**src/ppfm_cfg.svh**
```systemverilog
// offsets, field positions and reset values of the port service and floppy mux block
`ifndef PPFM_CFG_SVH
`define PPFM_CFG_SVH

// register byte offsets on the wishbone slave
`define PPFM_OFF_CMDQ 12'h000
`define PPFM_OFF_DATAQ 12'h400
`define PPFM_OFF_CTRL 12'h404
`define PPFM_OFF_STAT 12'h408
`define PPFM_OFF_PDATA 12'h40c
`define PPFM_OFF_PCTL 12'h410
`define PPFM_OFF_PSTS 12'h414

// control register field positions
`define PPFM_CTL_THR_LSB 0
`define PPFM_CTL_DIR 4
`define PPFM_CTL_DMA 5
`define PPFM_CTL_MASK 6
`define PPFM_CTL_MODE_LO 7
`define PPFM_CTL_MODE_HI 8
`define PPFM_CTL_PWR 9
`define PPFM_CTL_SWEN_LSB 10
`define PPFM_CTL_SWFN 12
`define PPFM_CTL_POL 13
`define PPFM_CTL_WAKE_EN 14
`define PPFM_CTL_MGMT_EN 15
`define PPFM_CTL_RESET 16'h0040

// port control register bits
`define PPFM_PCTL_DIR 5
`define PPFM_PCTL_RESET 6'h04

// readback while the floppy owns the pins
`define PPFM_PCTL_NOCABLE 8'h04
`define PPFM_PSTS_NOCABLE 8'h48

// switch-enable field encodings
`define PPFM_SWEN_OFF 2'h0
`define PPFM_SWEN_SINGLE 2'h1
`define PPFM_SWEN_DUAL 2'h2

`endif

```
**src/ppfm_pkg.sv**
```systemverilog
// types of the port service and floppy mux block
package ppfm_pkg;

    // pin routing states, gray coded around the loop
    typedef enum logic [1:0] {
        MX_PORT = 2'b00,
        MX_TO_FDD = 2'b01,
        MX_FDD = 2'b11,
        MX_TO_PORT = 2'b10
    } ppfm_mux_t;

    // whole block state
    typedef struct packed {
        logic ack;
        logic [31:0] dat;
        logic [15:0] ctl;
        logic [7:0] pdata;
        logic [5:0] pctl;
        logic [17:0] s1;
        logic [17:0] s2;
        logic [17:0] s3;
        logic [17:0] stab;
        ppfm_mux_t mst;
        logic dual;
        logic svc;
        logic irq;
        logic smi;
        logic drq;
        logic wake;
        logic mgmt;
        logic q_wr;
        logic q_cmd;
        logic q_rd;
        logic [7:0] q_wdat;
        logic [7:0] pd_o;
        logic [7:0] pd_oe_n;
        logic [3:0] pc_o;
        logic [3:0] pc_oe_n;
        logic [4:0] ps_o;
        logic [4:0] ps_oe_n;
        logic [4:0] fin;
        logic [9:0] nat;
        logic nat_oe_n;
    } ppfm_state_t;

endpackage

```
**src/ppfm_mux.sv**
```systemverilog
// port queue service requests and floppy-on-port pin multiplexer
`timescale 1ns/1ps
`include "ppfm_cfg.svh"

module ppfm_mux
    import ppfm_pkg::*;
#(
    parameter int QDEPTH = 16,
    parameter int LW = 5
) (
    // clock and reset
    input wire logic clk_i,
    input wire logic rst_i,
    // wishbone slave
    input wire logic cyc_i,
    input wire logic stb_i,
    input wire logic we_i,
    input wire logic [11:0] adr_i,
    input wire logic [3:0] sel_i,
    input wire logic [31:0] dat_i,
    output logic [31:0] dat_o,
    output logic ack_o,
    // port queue side
    input wire logic [LW-1:0] queue_level_i,
    input wire logic [7:0] queue_rdata_i,
    output logic queue_wr_o,
    output logic queue_cmd_o,
    output logic [7:0] queue_wdata_o,
    output logic queue_rd_o,
    // port event sources and gated outputs
    input wire logic port_irq_i,
    input wire logic port_smi_i,
    input wire logic port_drq_i,
    output logic irq_o,
    output logic smi_o,
    output logic drq_o,
    output logic svc_o,
    output logic wake_o,
    output logic mgmt_o,
    // switch pin
    input wire logic switch_pin_i,
    // parallel data pins
    input wire logic [7:0] pd_i,
    output logic [7:0] pd_o,
    output logic [7:0] pd_oe_n_o,
    // control pins: strobe, autofeed, init, select-in
    input wire logic [3:0] pc_i,
    output logic [3:0] pc_o,
    output logic [3:0] pc_oe_n_o,
    // status pins: ack, busy, paper-end, select, error
    input wire logic [4:0] ps_i,
    output logic [4:0] ps_o,
    output logic [4:0] ps_oe_n_o,
    // floppy controller outputs
    input wire logic drive_select_zero_n_i,
    input wire logic drive_select_one_n_i,
    input wire logic motor_zero_n_i,
    input wire logic motor_one_n_i,
    input wire logic write_data_n_i,
    input wire logic write_gate_n_i,
    input wire logic density_select_i,
    input wire logic head_select_n_i,
    input wire logic step_direction_n_i,
    input wire logic step_pulse_n_i,
    input wire logic port_drive_selected_i,
    // floppy controller inputs
    output logic index_pulse_n_o,
    output logic track_zero_n_o,
    output logic write_protect_n_o,
    output logic read_data_n_o,
    output logic disk_changed_n_o,
    // native floppy pins
    output logic [9:0] native_pins_o,
    output logic native_pins_oe_n_o
);

    ppfm_state_t st;
    ppfm_state_t nx;

    // effective threshold with sixteen folded onto fifteen
    function automatic logic [LW-1:0] eff_thr(input logic [3:0] f);
        logic [LW-1:0] t;
        t = LW'(f) + LW'(1);
        if (t > LW'(QDEPTH - 1)) begin
            t = LW'(QDEPTH - 1);
        end
        return t;
    endfunction

    // service condition for the live queue level
    function automatic logic svc_cond(input logic [15:0] c, input logic [LW-1:0] lvl);
        logic [LW-1:0] t;
        logic hit;
        t = eff_thr(c[`PPFM_CTL_THR_LSB +: 4]);
        if (c[`PPFM_CTL_DIR]) begin
            hit = lvl >= (LW'(QDEPTH) - t);
        end else begin
            hit = lvl <= t;
        end
        return hit && !c[`PPFM_CTL_MASK] && !c[`PPFM_CTL_DMA];
    endfunction

    logic req;
    logic acc;
    logic fom;
    logic sw_lvl;
    logic sw_ctrl;
    logic want;
    logic want_dual;
    logic [1:0] swen;

    // bus request decode and routing request
    always_comb begin
        req = cyc_i && stb_i;
        acc = req && st.ack;
        fom = st.mst != MX_PORT;
        swen = st.ctl[`PPFM_CTL_SWEN_LSB +: 2];
        sw_lvl = st.stab[17] ^ st.ctl[`PPFM_CTL_POL];
        sw_ctrl = st.ctl[`PPFM_CTL_SWFN] && (swen == `PPFM_SWEN_SINGLE || swen == `PPFM_SWEN_DUAL);
        if (sw_ctrl) begin
            want = !sw_lvl;
            want_dual = swen == `PPFM_SWEN_DUAL;
        end else begin
            want = st.ctl[`PPFM_CTL_MODE_HI] || st.ctl[`PPFM_CTL_MODE_LO];
            want_dual = st.ctl[`PPFM_CTL_MODE_HI];
        end
    end

    // next state
    always_comb begin
        nx = st;
        // bus answer: data and ack together the cycle after the request, drop after
        nx.ack = req && !st.ack;
        nx.q_wr = 1'b0;
        nx.q_cmd = 1'b0;
        nx.q_rd = 1'b0;
        if (req && !st.ack && !we_i) begin
            nx.dat = 32'h0;
            case (adr_i)
                `PPFM_OFF_DATAQ: begin
                    nx.dat = {24'h0, queue_rdata_i};
                    nx.q_rd = 1'b1;
                end
                `PPFM_OFF_CTRL: nx.dat = {16'h0, st.ctl};
                `PPFM_OFF_STAT: begin
                    nx.dat = {21'h0, st.mst, st.stab[17], st.dual, fom, st.svc, 5'(queue_level_i)};
                end
                `PPFM_OFF_PDATA: begin
                    if (fom) begin
                        nx.dat = {24'h0, st.pdata};
                    end else begin
                        nx.dat = {24'h0, st.stab[7:0]};
                    end
                end
                `PPFM_OFF_PCTL: begin
                    if (fom) begin
                        nx.dat = {24'h0, `PPFM_PCTL_NOCABLE};
                    end else begin
                        nx.dat = {26'h0, st.pctl};
                    end
                end
                `PPFM_OFF_PSTS: begin
                    if (fom) begin
                        nx.dat = {24'h0, `PPFM_PSTS_NOCABLE};
                    end else begin
                        nx.dat = {24'h0, ~st.stab[13], st.stab[12], st.stab[14],
                                  st.stab[15], st.stab[16], 3'h0};
                    end
                end
                default: nx.dat = 32'h0;
            endcase
        end
        // writes take effect at the edge where the master sees ack
        if (acc && we_i && sel_i[0]) begin
            case (adr_i)
                `PPFM_OFF_CMDQ: begin
                    nx.q_wr = 1'b1;
                    nx.q_cmd = 1'b1;
                    nx.q_wdat = dat_i[7:0];
                end
                `PPFM_OFF_DATAQ: begin
                    nx.q_wr = 1'b1;
                    nx.q_wdat = dat_i[7:0];
                end
                `PPFM_OFF_PDATA: nx.pdata = dat_i[7:0];
                `PPFM_OFF_PCTL: nx.pctl = dat_i[5:0];
                `PPFM_OFF_CTRL: nx.ctl[7:0] = dat_i[7:0];
                default: nx.pctl = st.pctl;
            endcase
        end
        if (acc && we_i && sel_i[1] && adr_i == `PPFM_OFF_CTRL) begin
            nx.ctl[15:8] = dat_i[15:8];
        end
        // pin synchronisers, a change counts once stages two and three agree
        nx.s1 = {switch_pin_i, ps_i, pc_i, pd_i};
        nx.s2 = st.s1;
        nx.s3 = st.s2;
        nx.stab = ((st.s2 ~^ st.s3) & st.s2) | ((st.s2 ^ st.s3) & st.stab);
        // switch pin edges
        nx.wake = (nx.stab[17] != st.stab[17]) && st.ctl[`PPFM_CTL_WAKE_EN];
        nx.mgmt = (nx.stab[17] != st.stab[17]) && st.ctl[`PPFM_CTL_MGMT_EN];
        // service request on live level
        nx.svc = svc_cond(st.ctl, queue_level_i);
        nx.irq = (st.svc || port_irq_i) && !fom;
        nx.smi = port_smi_i && !fom;
        nx.drq = port_drq_i && !fom && !st.ctl[`PPFM_CTL_MASK];
        // routing sequencer, always through a released state
        case (st.mst)
            MX_PORT: begin
                if (want) begin
                    nx.mst = MX_TO_FDD;
                end
            end
            MX_TO_FDD: begin
                nx.mst = MX_FDD;
                nx.dual = want_dual;
            end
            MX_FDD: begin
                if (!want || want_dual != st.dual) begin
                    nx.mst = MX_TO_PORT;
                end
            end
            MX_TO_PORT: nx.mst = MX_PORT;
            default: nx.mst = MX_PORT;
        endcase
        // port pin drive released by default, native floppy pins driven
        nx.pd_o = 8'h0;
        nx.pd_oe_n = 8'hff;
        nx.pc_o = 4'h0;
        nx.pc_oe_n = 4'hf;
        nx.ps_o = 5'h0;
        nx.ps_oe_n = 5'h1f;
        nx.fin = 5'h1f;
        nx.nat = {step_pulse_n_i, step_direction_n_i, head_select_n_i, density_select_i,
                  write_gate_n_i, write_data_n_i, motor_one_n_i, motor_zero_n_i,
                  drive_select_one_n_i, drive_select_zero_n_i};
        nx.nat_oe_n = 1'b0;
        case (st.mst)
            MX_PORT: begin
                if (st.ctl[`PPFM_CTL_PWR]) begin
                    nx.pd_o = st.pdata;
                    nx.pd_oe_n = {8{st.pctl[`PPFM_PCTL_DIR]}};
                    nx.pc_o = {~st.pctl[3], st.pctl[2], ~st.pctl[1], ~st.pctl[0]};
                    nx.pc_oe_n = 4'h0;
                end
            end
            MX_FDD: begin
                nx.fin = st.stab[4:0];
                nx.pc_o = {step_pulse_n_i, step_direction_n_i, density_select_i,
                           drive_select_zero_n_i};
                nx.pc_oe_n = {3'h0, !st.dual};
                nx.ps_o = {head_select_n_i, write_gate_n_i, write_data_n_i, motor_one_n_i,
                           drive_select_one_n_i};
                nx.ps_oe_n = 5'h0;
                nx.pd_o = {1'b0, motor_zero_n_i, 6'h0};
                nx.pd_oe_n = {1'b1, !st.dual, 6'h3f};
                nx.nat_oe_n = port_drive_selected_i;
            end
            default: nx.fin = 5'h1f;
        endcase
    end

    // state register
    always_ff @(posedge clk_i) begin
        if (rst_i) begin
            st <= '0;
            st.ctl <= `PPFM_CTL_RESET;
            st.pctl <= `PPFM_PCTL_RESET;
            st.mst <= MX_PORT;
            st.pd_oe_n <= 8'hff;
            st.pc_oe_n <= 4'hf;
            st.ps_oe_n <= 5'h1f;
            st.fin <= 5'h1f;
            st.s1 <= 18'h3ffff;
            st.s2 <= 18'h3ffff;
            st.s3 <= 18'h3ffff;
            st.stab <= 18'h3ffff;
        end else begin
            st <= nx;
        end
    end

    // outputs straight from the state register
    assign dat_o = st.dat;
    assign ack_o = st.ack;
    assign queue_wr_o = st.q_wr;
    assign queue_cmd_o = st.q_cmd;
    assign queue_wdata_o = st.q_wdat;
    assign queue_rd_o = st.q_rd;
    assign irq_o = st.irq;
    assign smi_o = st.smi;
    assign drq_o = st.drq;
    assign svc_o = st.svc;
    assign wake_o = st.wake;
    assign mgmt_o = st.mgmt;
    assign pd_o = st.pd_o;
    assign pd_oe_n_o = st.pd_oe_n;
    assign pc_o = st.pc_o;
    assign pc_oe_n_o = st.pc_oe_n;
    assign ps_o = st.ps_o;
    assign ps_oe_n_o = st.ps_oe_n;
    assign index_pulse_n_o = st.fin[0];
    assign track_zero_n_o = st.fin[1];
    assign write_protect_n_o = st.fin[2];
    assign read_data_n_o = st.fin[3];
    assign disk_changed_n_o = st.fin[4];
    assign native_pins_o = st.nat;
    assign native_pins_oe_n_o = st.nat_oe_n;

    // checks on the service request
    a_mask_blocks_req: assert property (@(posedge clk_i) disable iff (rst_i)
        st.ctl[`PPFM_CTL_MASK] |=> !svc_o && !drq_o)
        else $error("service request while masked");
    a_rev_req_level: assert property (@(posedge clk_i) disable iff (rst_i)
        (st.ctl[6:4] == 3'b001 && queue_level_i >= LW'(QDEPTH) - eff_thr(st.ctl[3:0]))
        |=> svc_o)
        else $error("reverse request missing");
    a_fwd_req_level: assert property (@(posedge clk_i) disable iff (rst_i)
        (st.ctl[6:4] == 3'b000)
        |=> (svc_o == ($past(queue_level_i) <= eff_thr($past(st.ctl[3:0])))))
        else $error("forward request wrong");
    a_thr_fold: assert property (@(posedge clk_i) disable iff (rst_i)
        (st.ctl[6:0] == 7'h0f && queue_level_i == LW'(QDEPTH)) |=> !svc_o)
        else $error("threshold sixteen not folded");

    // checks on routing, readback and switch edge events
    a_irq_gated: assert property (@(posedge clk_i) disable iff (rst_i)
        (st.mst != MX_PORT) |=> !irq_o && !smi_o && !drq_o)
        else $error("port event while floppy routed");
    a_turn_released: assert property (@(posedge clk_i) disable iff (rst_i)
        (st.mst == MX_TO_FDD || st.mst == MX_TO_PORT)
        |=> pd_oe_n_o == 8'hff && pc_oe_n_o == 4'hf && ps_oe_n_o == 5'h1f)
        else $error("direction change without release");
    a_ctl_nocable: assert property (@(posedge clk_i) disable iff (rst_i)
        (req && !st.ack && !we_i && adr_i == `PPFM_OFF_PCTL && st.mst == MX_FDD)
        |=> ack_o && dat_o[7:0] == 8'h04)
        else $error("control readback not cable-absent");
    a_sts_nocable: assert property (@(posedge clk_i) disable iff (rst_i)
        (req && !st.ack && !we_i && adr_i == `PPFM_OFF_PSTS && st.mst == MX_FDD)
        |=> ack_o && dat_o[7:0] == 8'h48)
        else $error("status readback not idle pattern");
    a_native_float: assert property (@(posedge clk_i) disable iff (rst_i)
        (st.mst == MX_FDD && port_drive_selected_i) |=> native_pins_oe_n_o)
        else $error("native floppy pins driven");
    a_switch_edge: assert property (@(posedge clk_i) disable iff (rst_i)
        (st.ctl[`PPFM_CTL_WAKE_EN] && st.s2[17] == st.s3[17] && st.s2[17] != st.stab[17])
        |=> wake_o)
        else $error("switch edge without wake event");

endmodule // ppfm_mux

```
**config.mk**
```make
export PLATFORM = sky130hd
export DESIGN_NAME = ppfm_mux
export DESIGN_NICKNAME = d
export VERILOG_FILES = /design/src/ppfm_pkg.sv /design/src/ppfm_mux.sv
export VERILOG_INCLUDE_DIRS = /design/src
export SDC_FILE = /design/constraint.sdc
export NUM_CORES = 1
export LEC_CHECK = 0
export BUFFER_PORTS_ARGS = -buffer_cell sky130_fd_sc_hd__buf_2
export CAP_MARGIN = 20
export CELL_PAD_IN_SITES_DETAIL_PLACEMENT = 1
export CELL_PAD_IN_SITES_GLOBAL_PLACEMENT = 1
export CORE_MARGIN = 1
export CORE_UTILIZATION = 39
export DETAILED_ROUTE_END_ITERATION = 16
export PLACE_DENSITY_LB_ADDON = 0.25
export SLEW_MARGIN = 20
export SYNTH_ARGS = -nofsm -noshare
export SYNTH_HDL_FRONTEND = slang
export SYNTH_SLANG_ARGS = --single-unit
```
**constraint.sdc**
```tcl
create_clock -name clk_i -period 2.65 [get_ports clk_i]
set_input_delay 0.265 -clock clk_i [delete_from_list [all_inputs] [get_ports clk_i]]
set_output_delay 0.265 -clock clk_i [all_outputs]
set_load 0.02 [all_outputs]
```
==> Flow_metrics.wiki, run 1 <==
{| class="wikitable"
! Metric !! Value
|-
| TritonCTS clock tree || done
|-
| Final setup violation count || 0
|-
| Proportion of layout cells with a drive suffix above 1 || around 33%
|-
| Floorplan die height || 135 µm
|-
| Maxcap violations || 0
|-
| WP data arrival || 2.77 ns
|-
| Post-CTS setup buffer count || 0
|-
| IR drop worst, VDD || 470 µV
|-
| Critical path start-end classification || register to register
|-
| Hold Crit Endpoint || nx[106]
|-
| Wirelength, routed || 17500 µm
|-
| Die width || 135 µm
|-
| Distinct cell type count after synthesis || 61
|-
| Vias per cell || 4.93
|-
| Final setup skew || around 0.0047 ns
|-
| Vias in the first global route || ~5300
|-
| CTS root buffer || clkbuf_16
|-
| Fraction of the yosys area taken by sequential cells || 46.9%
|-
| CTS Buf Count || 17
|-
| Count of flip-flops with a built-in enable after synthesis || 0
|-
| Number of warning messages in the yosys log || 0
|-
| Detailed placement HPWL || ~13000 µm
|-
| Logic depth of the worst register-to-register path || 8
|-
| Standard-cell rows || 48
|-
| Port-buffer cells || 159
|-
| Post-synthesis to final-layout area growth || 16.5%
|-
| Total via count in the routed design || just over 5000
|-
| CTS Buffer Depth || 2
|-
| Leakage || 3.50 nW
|-
| Maximum clock rate || a little over 0.4 GHz
|-
| Synthesized instance count || 696
|-
| Post-synth top area share || 46.9%
|-
| Number of nets with antenna violations after routing || 0
|-
| Detailed router's first-iteration violation count || 187
|-
| Unrepaired setup endpoints after global routing || no
|-
| Initial antenna violation count || 0
|-
| Destination of the worst register-to-register timing path || svc_o
|-
| Overall power consumption || 0.00550 W
|-
| FF+latch count, synth || between 150 and 200
|-
| Source of the worst register-to-register timing path || st[156]
|-
| Post-synth ARST share || 0%
|-
| H-Tree Depth || 4
|-
| DRC Markers || 1
|-
| Period utilization || a little over 90%
|-
| Die outline area || 18200 µm²
|-
| Post-cts hold buffer count || 1
|-
| I/O pin count || about 200
|-
| Worst path required time || 2.97 ns
|-
| Mean instance size in the synthesized netlist || 9.87 µm²
|-
| Number of sinks driven by the clock tree || 161
|-
| Syn Std Cell Area || 6870 µm²
|-
| CP Capture Type || register
|-
| Total count of max-transition violations in the final report || 0
|-
| Cell taking the most area after synthesis || dfxtp_1
|-
| GRT Residual Overflow || 0
|-
| Fin Setup TNS || 0 ns
|-
| Max transition margin || 54.6%
|-
| Clk Latency, worst-skew pair || 0.42 ns
|-
| Worst setup path startpoint || st[156]
|-
| Most used flip-flop cell after synthesis || dfxtp_1
|-
| Mean routed wirelength per cell || 17.1 µm
|-
| Failing checks || DRC
|-
| Net count reported at finish || 918
|-
| Clock transition time at the flip-flop clock pins of the worst setup and hold paths || 0.06 ns
|-
| Count of endpoints failing hold in the final timing report || 0
|-
| Reg-to-reg setup timing slack || 0.20 ns
|-
| Worst hold path depth || 2
|-
| Startpoint types || register
|-
| Power per unit of standard cell area || slightly below 700 nW/µm²
|-
| Total routing resource utilization after global routing || 20.1%
|-
| Starting utilization of the core area || around two fifths
|-
| Time the worst path needs with I/O delays and setup || between 2 and 2.5 ns
|-
| Highest net fanout along the worst path || 7
|-
| Number of gates given a new drive strength after cts || 0
|-
| RePlAce Congestion || 0.802
|-
| Global-route wire length before repair || approximately 28000 µm
|-
| Worst hold margin || 0.0199 ns
|-
| Cells taking the most area after synthesis || dfxtp_1 (47%), buf_4 (9.4%), mux2i_1 (7.0%), ha_1 (5.5%), nor2_1 (4.2%)
|-
| Worst min-delay path class || input pin to register
|-
| Status || finished, violations left
|-
| Number of antenna cells inserted || 0
|-
| Core box area || 17200 µm²
|-
| Slew @ Worst Pin || 0.680 ns
|-
| Largest net degree at the start of global routing || between 70 and 80
|-
| Worst Min Path Start || pd_i[0]
|-
| First-pass detailed-route iteration total || 12
|}
state kept, by name, summed over array words and instances (netlist names), 2 cells and up:
name           cells
native_pins_o     10
pd_o               8
pc_o               4
st                61
dat_o             16
nx                28
pd_oe_n_o          2
pc_oe_n_o          2
ps_o               5
queue_wdata_o      8
cell type report:
class                           count  area [µm²]
Sequential cell                   161        3220
Clock buffer                       17         425
Timing Repair Buffer              171         903
Fill cell                        1989        9230
Inverter                           12        45.0
Tap cell                          225         282
Clock inverter                     15         219
Multi-Input combinational cell    427        2910
critical path: stages (launching register included):
cell and delay, ns:
dfxtp_1 0.46, ha_1 0.25, nand2_1 0.10, o21ai_0 0.42, ha_1 0.34, and3_1 0.17
a311oi_1 0.30, o31ai_1 0.12, and3_1 0.18
kinds of logic (layout without fill, tap and decap cells):
logic type,Yosys count,count (layout),synth area share [%]
simple gates,241,241,19.3
fa+ha+maj,30,30,5.46
flops,161,161,46.9
xor+xnor,4,4,0.510
compound gates,87,87,9.03
mux,48,48,6.99
other cells,2,17,0.109
buf+inv,123,215,11.7
cell usage in the layout (no fill, tap or decap), types with 18 or more instances in the layout:
cell / count
dfxtp_1: 161
nand3_1: 18
buf_2: 158
nor2_1: 77
a21oi_1: 21
ha_1: 30
or2_2: 44
mux2i_1: 48
nand2_1: 21
synth_stat cells (all sizes together) (3+ instances only):
library cell and number:
dfxtp 161, buf 90, nor2 78, mux2i 48, or2 44, ha 30
a21oi 21, clkbuf 21, nand2 21, nand3 19, a211o 17, and2 16
nor2b 16, nor3 16, a211oi 12, inv 11, nand2b 10, o21ai 7
a32oi 5, o21bai 5, a21o 3, a221oi 3, and3 3, nand4 3
nor4 3, nor4b 3
worst max path at each step:
stage | endpoint | cells past startpoint
2_1_floorplan | svc_o | 8
3_3_place_gp | svc_o | 10
3_5_place_dp | svc_o | 8
4_1_cts | svc_o | 8
5_1_grt | svc_o | 8
6_report | svc_o | 8
layer usage:
metal	global-route usage, %	vias up	part of all wire, %
li1	-	2461	-
met3	4.17	20	4.5
met5	0	-	0
met1	24.0	2463	43
met4	6.55	0	1.2
met2	35.9	123	51
report_power, final:
group	switching, W	internal, W
clock network	0.00108	0.00161
registers	0.0000229	0.00247
logic	0.000192	0.000128
total	0.00129	0.00421
stage by stage:
step | utilization (%) | worst slack (ns) | cell area, µm² | instances
6_report | 46.4 | 0.201 | 8000 | 1028
4_1_cts | 46.4 | 0.240 | 8000 | 1028
2_1_floorplan | - | 0.599 | 6930 | 711
3_5_place_dp | 42.6 | 0.268 | 7350 | 995
3_3_place_gp | 42.6 | 0.450 | 7350 | 995
5_1_grt | 46.4 | 0.0238 | 8000 | 1028
Note: power is estimated with default switching activity, not from simulation.
==> run 2: changes to the inputs <==
--- a/config.mk
+++ b/config.mk
@@ -10,6 +10,4 @@
 export CAP_MARGIN = 20
-export CELL_PAD_IN_SITES_DETAIL_PLACEMENT = 1
-export CELL_PAD_IN_SITES_GLOBAL_PLACEMENT = 1
 export CORE_MARGIN = 1
-export CORE_UTILIZATION = 39
+export CORE_UTILIZATION = 52
 export DETAILED_ROUTE_END_ITERATION = 16
--- a/constraint.sdc
+++ b/constraint.sdc
@@ -3,2 +3,2 @@
 set_output_delay 0.265 -clock clk_i [all_outputs]
-set_load 0.02 [all_outputs]
+set_load 0.05 [all_outputs]
==> run 2 against run 1 <==
  * The run now ends clean
  * First-iteration DRC count increased by 65%
  * Clock-buffer cell count increased by 4
  * Hold slack about the same
  * Worst setup slack improved by 0.058 ns
  * Clock power decreased by 5%
  * Via count decreased by 0.63%
  * Critical path type unchanged
  * Highest routed layer unchanged
==> Flow_metrics.wiki, run 2 (synthesized netlist as in run 1, its figures left out) <==
{| class="wikitable"
! Metric !! Value
|-
| CTS Buf Count || 17
|-
| Placement-stage cell area || a little over 7000 µm²
|-
| Clk Latency, worst-skew pair || about 0.42 ns
|-
| Mean routed wirelength per cell || ~15 µm
|-
| Proportion of layout cells with a drive suffix above 1 || 32.2%
|-
| Core box area || roughly 13000 µm²
|-
| Number of sinks driven by the clock tree || approximately 160
|-
| Global-route wire length before repair || around 23000 µm
|-
| I/O pin count || 198
|-
| Port-buffer cells || 159
|-
| Area of all placed cells without fillers || 7890 µm²
|-
| Power per unit of standard cell area || 687 nW/µm²
|-
| Detailed placement HPWL || 11200 µm
|-
| Register share of total power || 46.0%
|-
| Leakage || between 3 and 4 nW
|-
| Worst setup path startpoint || st[157]
|-
| Share of power burned in combinational logic || 7.0%
|-
| Count of endpoints failing hold in the final timing report || 0
|-
| WP data arrival || 2.70 ns
|-
| Net load switching power || 0.00121 W
|-
| Detailed router's first-iteration violation count || 308
|-
| Highest net fanout along the worst path || 5
|-
| CTS root buffer || clkbuf_16
|-
| Net count reported at finish || 917
|-
| GRT Residual Overflow || 0
|-
| Vias per cell || 5.17
|-
| Largest reg by FF count || st
|-
| Largest net degree at the start of global routing || 72
|-
| Number of gates given a new drive strength after cts || 0
|-
| Die width || ~120 µm
|-
| Die outline area || 13700 µm²
|-
| Initial antenna violation count || 0
|-
| Number of antenna cells inserted || 0
|-
| Floorplan die height || 117 µm
|-
| Maximum clock rate || approximately 0.42 GHz
|-
| Wirelength, routed || 15100 µm
|-
| Post-CTS setup buffer count || 0
|-
| Worst Min Path Start || ps_i[0]
|-
| Final setup skew || 0.00666 ns
|-
| Total via count in the routed design || 5035
|-
| H-Tree Depth || 4
|-
| Starting utilization of the core area || 53.8%
|-
| Switching power share of the total || 22.3%
|-
| Total routing resource utilization after global routing || 22.7%
|-
| Post-cts hold buffer count || 0
|-
| CP Capture Type || register
|-
| Fin Setup TNS || 0 ns
|-
| Combined area of the multi-input logic cells || 2910 µm²
|-
| RePlAce Congestion || 0.872
|-
| Vias in the first global route || 4503
|-
| Number of nets with antenna violations after routing || 0
|-
| Time the worst path needs with I/O delays and setup || 2.39 ns
|-
| Post-synthesis to final-layout area growth || 14.8%
|-
| Slew @ Worst Pin || 0.654 ns
|-
| Part of the power in the clock network || between 40% and 50%
|-
| Slowest stage cell on the critical path || o21ai_0
|-
| Critical path start-end classification || register to register
|-
| Maxcap violations || 0
|-
| Most frequent standard cell in the layout excluding fill and tap cells || dfxtp_1
|-
| IR drop worst, VDD || 445 µV
|-
| Worst path max stage delay || ~0.45 ns
|-
| DRC Markers || 0
|-
| Cell Chain, Critical Path || ha_1, nand2_1, o21ai_0, ha_1, and3_1, a311oi_1, o31ai_1, and3_1
|-
| Startpoint types || register
|-
| Total count of max-transition violations in the final report || 0
|-
| Max transition margin || 56.4%
|-
| Standard-cell rows || 41
|-
| Clock transition time at the flip-flop clock pins of the worst setup and hold paths || 0.06 ns
|-
| CTS Buffer Depth || 2
|-
| Final setup violation count || 0
|-
| Fillers || 1112
|-
| Source of the worst register-to-register timing path || st[157]
|-
| Worst min-delay path class || input pin to register
|-
| TritonCTS clock tree || done
|-
| Area occupied by registers || ~3200 µm²
|-
| P_int || approximately 0.0042 W
|-
| Commonest cells after routing, fill and taps aside || dfxtp_1 (161), buf_2 (158), nor2_1 (77), mux2i_1 (48), or2_2 (44)
|-
| First-pass detailed-route iteration total || 5
|-
| Unrepaired setup endpoints after global routing || no
|-
| Worst hold margin || 0.0201 ns
|-
| Period utilization || about nine tenths
|-
| Worst path required time || 2.96 ns
|-
| Max reg flops || 61
|-
| Status || complete, no violations
|}
-- run 2: metal layers --
metal / share of wire, % / GRT usage, % / vias up
li1: - / - / 2467
met1: 45 / 29.3 / 2348
met2: 47 / 36.9 / 197
met3: 6.3 / 5.36 / 23
met4: 2.0 / 8.69 / 0
met5: 0 / 0 / -
-- run 2: power by group through the flow --
stage,sequential [W],clock (W),combinational [W]
3_3_place_gp,0.00255,0,0.000368
5_1_grt,0.00250,0.00269,0.000411
2_1_floorplan,0.00255,0,0.000285
4_1_cts,0.00250,0.00258,0.000381
6_report,0.00250,0.00255,0.000381
3_5_place_dp,0.00255,0,0.000379
-- run 2: metrics by stage --
step | worst slack (ns) | utilization [%] | cells | power, W
after global placement | 0.441 | 56.9 | 942 | 0.00291
after global routing | 0.186 | 61.8 | 973 | 0.00560
after detailed placement | 0.380 | 56.9 | 942 | 0.00293
after floorplan | 0.599 | - | 711 | 0.00283
after CTS | 0.302 | 61.8 | 973 | 0.00546
final | 0.259 | 61.8 | 973 | 0.00542
-- run 2: layout make-up --
class,instances,area share (%)
Sequential cell,161,40.8
Timing Repair Buffer,170,11.2
Clock inverter,10,2.01
Clock buffer,21,5.84
Inverter,12,0.571
Multi-Input combinational cell,427,36.8
Tap cell,172,2.73
-- run 2: worst paths after layout --
kind / end / slack [ns] / cells past startpoint
setup / recovery: svc_o / 0.26 / 8
hold reg to reg: nx[92] / 0.40 / 1
hold / removal: nx[118] / 0.02 / 2
setup reg to reg: svc_o / 0.26 / 8
-- run 2: worst max-delay path: cells and delay by family, from the launching register on --
family                   cells  cell delay (ns)
AND/OR/NAND/NOR              3             0.43
flip-flops                   1             0.44
adder cells (fa/ha/maj)      2             0.60
AO/OA/AOI/OAI                3             0.82
